===== config.mk =====
export PLATFORM = sky130hd
export DESIGN_NAME = dioc_top
export DESIGN_NICKNAME = d
export VERILOG_FILES = /design/src/core/dioc_pkg.sv /design/src/core/dioc_top.sv
export SDC_FILE = /design/constraint.sdc
export NUM_CORES = 2
export LEC_CHECK = 0
export ABC_AREA = 1
export ABC_CLOCK_PERIOD_IN_PS = 4000
export BUFFER_PORTS_ARGS = -buffer_cell sky130_fd_sc_hd__buf_4
export CORE_MARGIN = 5
export CORE_UTILIZATION = 57
export DETAILED_ROUTE_END_ITERATION = 10
export PLACE_DENSITY_LB_ADDON = 0.08
export SLEW_MARGIN = 40
export SYNTH_ARGS = -nofsm -noshare
export SYNTH_HDL_FRONTEND = slang
export SYNTH_SLANG_ARGS = --single-unit

===== constraint.sdc =====
create_clock -name REF_CLK -period 4 [get_ports REF_CLK]
set_clock_uncertainty 0.15 [all_clocks]
set_input_delay 0 -clock REF_CLK [delete_from_list [all_inputs] [get_ports REF_CLK]]
set_output_delay 0 -clock REF_CLK [all_outputs]
set_load 0.01 [all_outputs]

===== src/core/dioc_pkg.sv =====
// package for the drive io port configuration block
// assumes a single 25 MHz clock and apb register access
package dioc_pkg;
	localparam int          NUM_IN        = 4;
	localparam int          NUM_OUT       = 2;
	// register byte addresses
	localparam logic [11:0] ADDR_IN_CFG   = 12'h000; // +4*i, one per input
	localparam logic [11:0] ADDR_IN_CNT   = 12'h010; // +4*i
	localparam logic [11:0] ADDR_LATCH    = 12'h020; // +4*i
	localparam logic [11:0] ADDR_IN_STATE = 12'h030;
	localparam logic [11:0] ADDR_ANA_RNG  = 12'h034;
	localparam logic [11:0] ADDR_OUT_CFG  = 12'h040; // +16*j
	localparam logic [11:0] ADDR_OUT_TIME = 12'h044; // pulse time / pwm period
	localparam logic [11:0] ADDR_OUT_ON   = 12'h048; // pwm high time
	localparam logic [11:0] ADDR_OUT_DLY  = 12'h04c; // pwm on delay
	// input config fields
	localparam int          IC_POL        = 0;  // 1 = active high
	localparam int          IC_CNT_EN     = 1;
	localparam int          IC_CNT_EDGE   = 2;  // 2 bits
	localparam int          IC_LAT_EN     = 4;
	localparam int          IC_LAT_EDGE   = 5;  // 2 bits
	localparam int          IC_CNT_CLR    = 7;  // write one to clear
	localparam int          IC_DEB        = 16; // 16 bit debounce cycles
	// output config fields
	localparam int          OC_POL        = 0;
	localparam int          OC_TYPE       = 1;  // 2 bits
	localparam int          OC_CMD        = 3;
	localparam int          OC_ACTIVE     = 4;  // read only
	localparam logic [1:0]  EDGE_NONE     = 2'h0;
	localparam logic [1:0]  EDGE_FALL     = 2'h1;
	localparam logic [1:0]  EDGE_RISE     = 2'h2;
	localparam logic [1:0]  EDGE_ANY      = 2'h3;
	typedef enum logic [1:0] {OUT_STATE = 2'h0, OUT_PULSE = 2'h1, OUT_PWM = 2'h2} dioc_type_t;
	typedef enum logic [1:0] {PH_IDLE = 2'h0, PH_DELAY = 2'h1, PH_RUN = 2'h3} dioc_phase_t;
	localparam logic [31:0] RST_WORD      = 32'h0000_0000;
endpackage : dioc_pkg


===== src/core/dioc_top.sv =====
// digital io block: input polarity, debounce, edge count, position latch;
// outputs with polarity and state, pulse or pwm type.
// assumes apb master on REF_CLK and inputs synchronous to REF_CLK.
`timescale 1ns/1ps
`default_nettype none
// How it works
// - active-high input: high level means activated
// - active-low input: open or 0V means activated
// - counter counts falling, rising or any edges
// - latch captures axis position on selected edge
// - general inputs ignore changes during debounce time
// - analog inputs hold ten-volt or current range
// - output pin level follows active polarity setting
// - output type: state, pulse or pwm
// - type change accepted only while output inactive
// - state type holds last commanded state
// - pulse type returns inactive after pulse time
// - pwm with on-delay, period and duty settings
module dioc_top (
	input  wire logic                         REF_CLK,
	input  wire logic                         RESET_N,
	input  wire logic [11:0]                  PADDR,
	input  wire logic                         PSEL,
	input  wire logic                         PENABLE,
	input  wire logic                         PWRITE,
	input  wire logic [31:0]                  PWDATA,
	output var  logic [31:0]                  PRDATA,
	output var  logic                         PREADY,
	output var  logic                         PSLVERR,
	input  wire logic [dioc_pkg::NUM_IN-1:0]  GENERAL_INPUT_N,
	input  wire logic [31:0]                  AXIS_POSITION,
	output var  logic [dioc_pkg::NUM_OUT-1:0] GENERAL_OUTPUT,
	output var  logic [1:0]                   ANALOG_RANGE_SEL
);
	localparam int NI = dioc_pkg::NUM_IN;
	localparam int NO = dioc_pkg::NUM_OUT;

	// ----------------------------------------
	// registers
	// ----------------------------------------
	logic [31:0]          in_cfg    [NI];
	logic [31:0]          in_cnt    [NI];
	logic [31:0]          latch_val [NI];
	logic [NI-1:0]        latch_full;
	logic [NI-1:0]        in_state;
	logic [NI-1:0]        in_prev;
	logic [15:0]          deb_cnt   [NI];
	logic [1:0]           ana_rng;
	logic [31:0]          out_cfg   [NO];
	logic [31:0]          out_time  [NO];
	logic [31:0]          out_on    [NO];
	logic [31:0]          out_dly   [NO];
	logic [NO-1:0]        out_act;
	logic [31:0]          out_cnt   [NO];
	dioc_pkg::dioc_phase_t out_ph   [NO];
	logic [31:0]          rdata;
	logic                 ready;
	logic                 slverr;
	logic [NO-1:0]        pin;

	logic [31:0]          next_in_cfg    [NI];
	logic [31:0]          next_in_cnt    [NI];
	logic [31:0]          next_latch_val [NI];
	logic [NI-1:0]        next_latch_full;
	logic [NI-1:0]        next_in_state;
	logic [15:0]          next_deb_cnt   [NI];
	logic [1:0]           next_ana_rng;
	logic [31:0]          next_out_cfg   [NO];
	logic [31:0]          next_out_time  [NO];
	logic [31:0]          next_out_on    [NO];
	logic [31:0]          next_out_dly   [NO];
	logic [NO-1:0]        next_out_act;
	logic [31:0]          next_out_cnt   [NO];
	dioc_pkg::dioc_phase_t next_out_ph   [NO];
	logic [31:0]          next_rdata;
	logic                 next_ready;
	logic                 next_slverr;
	logic [NO-1:0]        next_pin;

	// ----------------------------------------
	// next state
	// ----------------------------------------
	// one-wait-state apb: answer in the second cycle of the access phase
	always_comb begin
		logic          acc;
		logic          wr;
		logic          rd_hit;
		logic [11:0]   a;
		logic [NI-1:0] pol_in;
		logic          rise;
		logic          fall;
		logic          hit;
		logic [1:0]    ce;
		logic [1:0]    le;
		dioc_pkg::dioc_type_t ty;
		acc    = PSEL && PENABLE && !ready;
		// write lands at the edge where the master sees PREADY high
		wr     = PSEL && PENABLE && ready && PWRITE;
		a      = PADDR;
		pol_in = '0;
		rd_hit = 1'b0;
		rise   = 1'b0;
		fall   = 1'b0;
		hit    = 1'b0;
		ce     = 2'h0;
		le     = 2'h0;
		ty     = dioc_pkg::OUT_STATE;
		next_rdata      = dioc_pkg::RST_WORD;
		next_ready      = acc;
		next_slverr     = 1'b0;
		next_latch_full = latch_full;
		next_ana_rng    = ana_rng;
		next_out_act    = out_act;
		next_in_state   = in_state;
		next_pin        = pin;
		for (int i = 0; i < NI; i++) begin
			// raw pin to active level by polarity
			pol_in[i] = in_cfg[i][dioc_pkg::IC_POL] ? GENERAL_INPUT_N[i] : !GENERAL_INPUT_N[i];
			next_in_cfg[i]    = in_cfg[i];
			next_in_cnt[i]    = in_cnt[i];
			next_latch_val[i] = latch_val[i];
			next_deb_cnt[i]   = deb_cnt[i];
			// debounce: after any accepted change, freeze for the set cycles
			if (deb_cnt[i] != 16'h0000) begin
				next_deb_cnt[i] = deb_cnt[i] - 16'h0001;
			end else if (pol_in[i] != in_state[i]) begin
				next_in_state[i] = pol_in[i];
				next_deb_cnt[i]  = in_cfg[i][dioc_pkg::IC_DEB +: 16];
			end
			rise = in_state[i] && !in_prev[i];
			fall = !in_state[i] && in_prev[i];
			ce   = in_cfg[i][dioc_pkg::IC_CNT_EDGE +: 2];
			le   = in_cfg[i][dioc_pkg::IC_LAT_EDGE +: 2];
			hit  = (ce == dioc_pkg::EDGE_RISE && rise) || (ce == dioc_pkg::EDGE_FALL && fall)
				|| (ce == dioc_pkg::EDGE_ANY && (rise || fall));
			if (in_cfg[i][dioc_pkg::IC_CNT_EN] && hit) begin
				next_in_cnt[i] = in_cnt[i] + 32'h0000_0001;
			end
			hit = (le == dioc_pkg::EDGE_RISE && rise) || (le == dioc_pkg::EDGE_FALL && fall)
				|| (le == dioc_pkg::EDGE_ANY && (rise || fall));
			// first edge wins; later edges wait for read or re-arm
			if (in_cfg[i][dioc_pkg::IC_LAT_EN] && hit && !latch_full[i]) begin
				next_latch_val[i]  = AXIS_POSITION;
				next_latch_full[i] = 1'b1;
			end
			if (wr && a == dioc_pkg::ADDR_IN_CFG + 12'(4 * i)) begin
				next_in_cfg[i]     = PWDATA & ~(32'h1 << dioc_pkg::IC_CNT_CLR);
				// a capture in the same cycle wins over the re-arm
				next_latch_full[i] = next_latch_full[i] && !latch_full[i];
				if (PWDATA[dioc_pkg::IC_CNT_CLR]) begin
					next_in_cnt[i] = dioc_pkg::RST_WORD;
				end
			end
			if (acc && !PWRITE) begin
				if (a == dioc_pkg::ADDR_IN_CFG + 12'(4 * i)) begin
					next_rdata = in_cfg[i];
					rd_hit     = 1'b1;
				end
				if (a == dioc_pkg::ADDR_IN_CNT + 12'(4 * i)) begin
					next_rdata = in_cnt[i];
					rd_hit     = 1'b1;
				end
				if (a == dioc_pkg::ADDR_LATCH + 12'(4 * i)) begin
					next_rdata         = latch_val[i];
					next_latch_full[i] = next_latch_full[i] && !latch_full[i];
					rd_hit             = 1'b1;
				end
			end
		end
		if (wr && a == dioc_pkg::ADDR_ANA_RNG) begin
			next_ana_rng = PWDATA[1:0];
		end
		for (int j = 0; j < NO; j++) begin
			next_out_cfg[j]  = out_cfg[j];
			next_out_time[j] = out_time[j];
			next_out_on[j]   = out_on[j];
			next_out_dly[j]  = out_dly[j];
			next_out_cnt[j]  = out_cnt[j];
			next_out_ph[j]   = out_ph[j];
			ty = dioc_pkg::dioc_type_t'(out_cfg[j][dioc_pkg::OC_TYPE +: 2]);
			if (wr && a == dioc_pkg::ADDR_OUT_CFG + 12'(16 * j)) begin
				next_out_cfg[j][dioc_pkg::OC_POL] = PWDATA[dioc_pkg::OC_POL];
				next_out_cfg[j][dioc_pkg::OC_CMD] = PWDATA[dioc_pkg::OC_CMD];
				// type write ignored while active
				if (!out_act[j] && !PWDATA[dioc_pkg::OC_CMD] && PWDATA[dioc_pkg::OC_TYPE +: 2] != 2'h3) begin
					next_out_cfg[j][dioc_pkg::OC_TYPE +: 2] = PWDATA[dioc_pkg::OC_TYPE +: 2];
				end
				if (PWDATA[dioc_pkg::OC_CMD] && !out_act[j]) begin
					next_out_ph[j]  = (ty == dioc_pkg::OUT_PWM) ? dioc_pkg::PH_DELAY : dioc_pkg::PH_RUN;
					next_out_cnt[j] = 32'h0000_0000;
				end
				if (!PWDATA[dioc_pkg::OC_CMD]) begin
					next_out_ph[j] = dioc_pkg::PH_IDLE;
				end
			end
			if (wr && a == dioc_pkg::ADDR_OUT_TIME + 12'(16 * j)) next_out_time[j] = PWDATA;
			if (wr && a == dioc_pkg::ADDR_OUT_ON + 12'(16 * j)) next_out_on[j] = PWDATA;
			if (wr && a == dioc_pkg::ADDR_OUT_DLY + 12'(16 * j)) next_out_dly[j] = PWDATA;
			case (out_ph[j])
				dioc_pkg::PH_IDLE: begin
					next_out_act[j] = 1'b0;
				end
				dioc_pkg::PH_DELAY: begin
					next_out_act[j] = 1'b0;
					next_out_cnt[j] = out_cnt[j] + 32'h0000_0001;
					if (out_cnt[j] + 32'h0000_0001 >= out_dly[j]) begin
						next_out_ph[j]  = dioc_pkg::PH_RUN;
						next_out_cnt[j] = 32'h0000_0000;
					end
				end
				dioc_pkg::PH_RUN: begin
					next_out_cnt[j] = out_cnt[j] + 32'h0000_0001;
					if (ty == dioc_pkg::OUT_PULSE) begin
						next_out_act[j] = 1'b1;
						// active from the cycle after start for exactly out_time cycles
						if (out_cnt[j] >= out_time[j]) begin
							next_out_act[j] = 1'b0;
							next_out_ph[j]  = dioc_pkg::PH_IDLE;
							next_out_cfg[j][dioc_pkg::OC_CMD] = 1'b0;
						end
					end else if (ty == dioc_pkg::OUT_PWM) begin
						// period and high time in cycles set frequency and duty
						next_out_act[j] = out_cnt[j] < out_on[j];
						if (out_cnt[j] + 32'h0000_0001 >= out_time[j]) next_out_cnt[j] = 32'h0000_0000;
					end else begin
						next_out_act[j] = 1'b1;
						next_out_cnt[j] = out_cnt[j];
					end
				end
				default: begin
					next_out_ph[j] = dioc_pkg::PH_IDLE;
				end
			endcase
			next_pin[j] = next_out_cfg[j][dioc_pkg::OC_POL] ? next_out_act[j] : !next_out_act[j];
			if (acc && !PWRITE) begin
				if (a == dioc_pkg::ADDR_OUT_CFG + 12'(16 * j)) begin
					next_rdata = out_cfg[j];
					next_rdata[dioc_pkg::OC_ACTIVE] = out_act[j];
					rd_hit = 1'b1;
				end
				if (a == dioc_pkg::ADDR_OUT_TIME + 12'(16 * j)) begin
					next_rdata = out_time[j];
					rd_hit     = 1'b1;
				end
				if (a == dioc_pkg::ADDR_OUT_ON + 12'(16 * j)) begin
					next_rdata = out_on[j];
					rd_hit     = 1'b1;
				end
				if (a == dioc_pkg::ADDR_OUT_DLY + 12'(16 * j)) begin
					next_rdata = out_dly[j];
					rd_hit     = 1'b1;
				end
			end
		end
		if (acc && !PWRITE && a == dioc_pkg::ADDR_IN_STATE) begin
			next_rdata = {{(32 - NI){1'b0}}, in_state};
			rd_hit     = 1'b1;
		end
		if (acc && !PWRITE && a == dioc_pkg::ADDR_ANA_RNG) begin
			next_rdata = {30'h0, ana_rng};
			rd_hit     = 1'b1;
		end
		// unmapped or misaligned reads answer with an error
		next_slverr = acc && !PWRITE && !rd_hit;
	end

	// ----------------------------------------
	// registers
	// ----------------------------------------
	always_ff @(posedge REF_CLK) begin
		if (!RESET_N) begin
			for (int i = 0; i < NI; i++) begin
				in_cfg[i]    <= dioc_pkg::RST_WORD;
				in_cnt[i]    <= dioc_pkg::RST_WORD;
				latch_val[i] <= dioc_pkg::RST_WORD;
				deb_cnt[i]   <= 16'h0000;
			end
			for (int j = 0; j < NO; j++) begin
				out_cfg[j]  <= dioc_pkg::RST_WORD;
				out_time[j] <= dioc_pkg::RST_WORD;
				out_on[j]   <= dioc_pkg::RST_WORD;
				out_dly[j]  <= dioc_pkg::RST_WORD;
				out_cnt[j]  <= dioc_pkg::RST_WORD;
				out_ph[j]   <= dioc_pkg::PH_IDLE;
			end
			latch_full <= '0;
			in_state   <= '0;
			in_prev    <= '0;
			ana_rng    <= 2'h0;
			out_act    <= '0;
			// reset polarity is active low, so the inactive pin level is high
			pin        <= '1;
			rdata      <= dioc_pkg::RST_WORD;
			ready      <= 1'b0;
			slverr     <= 1'b0;
		end else begin
			in_cfg     <= next_in_cfg;
			in_cnt     <= next_in_cnt;
			latch_val  <= next_latch_val;
			deb_cnt    <= next_deb_cnt;
			out_cfg    <= next_out_cfg;
			out_time   <= next_out_time;
			out_on     <= next_out_on;
			out_dly    <= next_out_dly;
			out_cnt    <= next_out_cnt;
			out_ph     <= next_out_ph;
			latch_full <= next_latch_full;
			in_state   <= next_in_state;
			in_prev    <= in_state;
			ana_rng    <= next_ana_rng;
			out_act    <= next_out_act;
			pin        <= next_pin;
			rdata      <= next_rdata;
			ready      <= next_ready;
			slverr     <= next_slverr;
		end
	end

	assign PRDATA           = rdata;
	assign PREADY           = ready;
	assign PSLVERR          = slverr;
	assign GENERAL_OUTPUT   = pin;
	assign ANALOG_RANGE_SEL = ana_rng;
endmodule : dioc_top
`default_nettype wire


==> metrics.md <==
| Metric | Value |
|---|---|
| Status | `finished, violations left` |
| Failing checks | `negative setup slack` |
| Cts bufs inserted | `86` |
| Sequential power share | `42.1%` |
| Clock sinks | `764` |
| Iteration-0 DRC Markers | `4,500` |
| DRC viols | `0` |
| Pin count of the biggest net entering global routing | `117` |
| Switching share of power | `28.1%` |
| Nets | `6,621` |
| Pins Over Slew Limit | `0` |
| Most numerous cell on the critical path | `nor2_4` |
| Sequential area share after synthesis | `36.1%` |
| Rel. slew slack | `26.7%` |
| Final period utilization | `104%` |
| Endpoints failing setup | `51` |
| Min-Delay Path Class | `input port to flip-flop` |
| Worst Setup End Kind | `flip-flop` |
| Clock latency on the worst-skew pair | `0.66 ns` |
| Commonest non-fill, non-tap cell in the layout | `nand2_1` |
| Die Wd | `283 µm` |
| Ys async rst share | `0%` |
| Leakage | `20.2 nW` |
| Number of port buffers | `122` |
| Worst-path clk slew | `0.06 ns` |
| Reg2Reg Launch Point | `out_cnt[32]` |
| Most frequent cells in the layout | `nand2_1, inv_1, a21oi_1, dfxtp_1, o21ai_0` |
| Synthesis warning total | `0` |
| # rows | `100` |
| Fmax | `241 MHz` |
| Die area | `80,000 µm²` |
| H-tree levels | `3` |
| Switching power | `5.39 mW` |
| First-pass GRT wire length | `234 mm` |
| Hold Vio Cnt, Final | `0` |
| Clock power share | `43.9%` |
| CTS tree | `done` |
| Clock Path Buffers | `3` |
| Cells after synthesis | `6,042` |
| Vias per cell | `5.85` |
| Top cells by area, synth | `dfxtp_1, a21oi_1, nand2_1` |
| CP Data Arrival Time | `4.58 ns` |
| Total congestion overflow | `0` |
| Final hold slack | `0.0750 ns` |
| Core Util, Final | `67.8%` |
| Share of the synthesized area in the top cell type | `36.1%` |
| Area after DPL | `45,000 µm²` |
| Layout area overhead | `18.4%` |
| Crit path max fanout | `8` |
| Wire per inst | `21.7 µm` |
| Setup TNS | `-3.16 ns` |
| Antenna violations before repair | `10` |
| Die Ht | `283 µm` |
| Vias in the first global route | `39,200` |
| Pre-CTS setup slack | `-0.314 ns` |
| RSZ-0062 raised after global routing | `yes` |
| Total track usage | `38.0%` |
| Startpoint of the worst hold path | `PADDR[2]` |
| Post-route ant nets | `0` |
| Root Buffer | `clkbuf_16` |
| Critical path's slowest cell | `dfxtp_2` |
| VDD IR max | `0.000293 V` |
| I/O pin count | `123` |
| Core ar. | `74,100 µm²` |
| Critical Path RT | `4.43 ns` |
| Crit path launch | `out_cnt[32]` |
| Number of flops mapped to enable cells by yosys | `0` |
| Synthesized area | `42,400 µm²` |
| Synth area leader | `dfxtp_1` |
| PwrDens | `382 nW/µm²` |
| WS Path Type | `flip-flop to flip-flop` |
| Vias | `42,800` |
| Initial core utilization | `57.3%` |
| RD Place Congestion | `0.983` |
| Syn Nets | `6,405` |
| Synthesized area per cell | `7.02 µm²` |
| Final WL | `159 mm` |
| Final instance area | `50,200 µm²` |
| Number of max-cap violations | `0` |
| Worst Tran Pin Value | `1.10 ns` |
| Main flop type after synthesis | `dfxtp_1` |
| Netlist cell types | `62` |
| Logic gate share of total power | `14.1%` |
| Crit path launch type | `flip-flop` |
| Setup ws final | `-0.150 ns` |
| Min cycle time layout | `4.15 ns` |
| Layout cells sized above 1 | `12.1%` |
| Post-DP HPWL | `112 mm` |
| CP peak stage delay | `0.37 ns` |
| #FFs+latches synth | `764` |
| Detailed Routing Iterations Pass 1 | `6` |
| Internal Pwr Total | `13.8 mW` |
==> worst paths after layout <==
kind                 end  cells past startpoint  slack, ns
max          out_cnt[42]                     31      -0.15
min            PRDATA[1]                      9       0.07
max reg2reg  out_cnt[42]                     31      -0.15
min reg2reg   in_cfg[72]                      2       0.30
==> routing by layer <==
layer	track usage [%]	routed length (µm)
met1	49.6	63700
met4	23.4	11600
met2	59.2	69400
met5	0	27
met3	6.29	14300
==> registers in the layout, summed over array words and instances (netlist names), 8 cells and up <==
| register | flops |
|---|---|
| out_dly | 64 |
| latch_val | 128 |
| in_cfg | 124 |
| PRDATA | 32 |
| out_time | 64 |
| in_cnt | 128 |
| out_cfg | 8 |
| out_cnt | 64 |
| deb_cnt | 64 |
| out_on | 64 |
==> worst max-delay path: cells and delay by family (launching register included) <==
| family | cells | cell delay [ns] |
|---|---|---|
| xor gates and xnor gates | 1 | 0.16 |
| and+or+nand+nor | 17 | 1.66 |
| buffers and inverters | 7 | 0.71 |
| adders and majority gates | 2 | 0.44 |
| DFF | 1 | 0.37 |
| AOI/OAI and AO/OA | 4 | 0.58 |
==> metrics by stage <==
step	total power [mW]	instances
final	19.2	7311
after global routing	19.8	7302
after CTS	19.1	7285
after detailed placement	10.8	7015
after global placement	10.7	7015
after floorplan	10.0	6042
==> Yosys cell counts (37+ instances only) <==
cell	number
nand2_1	940
o211ai_1	57
xor2_1	127
ha_1	278
a221oi_1	43
xnor2_1	37
nand3_1	194
inv_1	867
nor2_1	451
a21oi_1	832
nor3_1	116
clkbuf_1	247
nand4_1	76
o21ai_0	695
dfxtp_1	764
==> final cells by class <==
type | instances | area, µm²
Fill cell | 6486 | 23900
Multi-Input combinational cell | 4093 | 23600
Sequential cell | 764 | 15300
Timing Repair Buffer | 431 | 3740
Inverter | 882 | 3320
Clock buffer | 123 | 2610
Tap cell | 969 | 1210
Clock inverter | 36 | 387
Antenna cell | 13 | 32.5
==> timing repair <==
item | in CTS | in global routing
hold buffers | 78 | 0
resized for setup | 82 | 140
setup buffers | 31 | 16
pin swaps | 57 | 85
endpoints found under the hold margin | 496 | 0
setup endpoints to repair | 64 | 68
gates cloned | 5 | 1
==> power by group through the flow <==
stage	registers [mW]	logic [mW]	clock network, mW
4_1_cts	8.05	2.63	8.43
2_1_floorplan	8.16	1.86	0
6_report	8.06	2.69	8.40
3_3_place_gp	8.21	2.52	0
5_1_grt	8.08	2.99	8.74
3_5_place_dp	8.21	2.55	0
==> cells by family (layout without fill, tap and decap cells) <==
family | Yosys count | after routing | synth area share [%]
AO/OA/AOI/OAI | 1764 | 1764 | 22.4
AND/OR/NAND/NOR | 1886 | 1886 | 19.3
buffers and inverters | 1185 | 1472 | 10.6
other | 0 | 13 | 0
adder cells (fa/ha/maj) | 278 | 278 | 8.20
XOR/XNOR | 165 | 165 | 3.43
flip-flops | 764 | 764 | 36.1
Note: power is estimated with default switching activity, not from simulation.
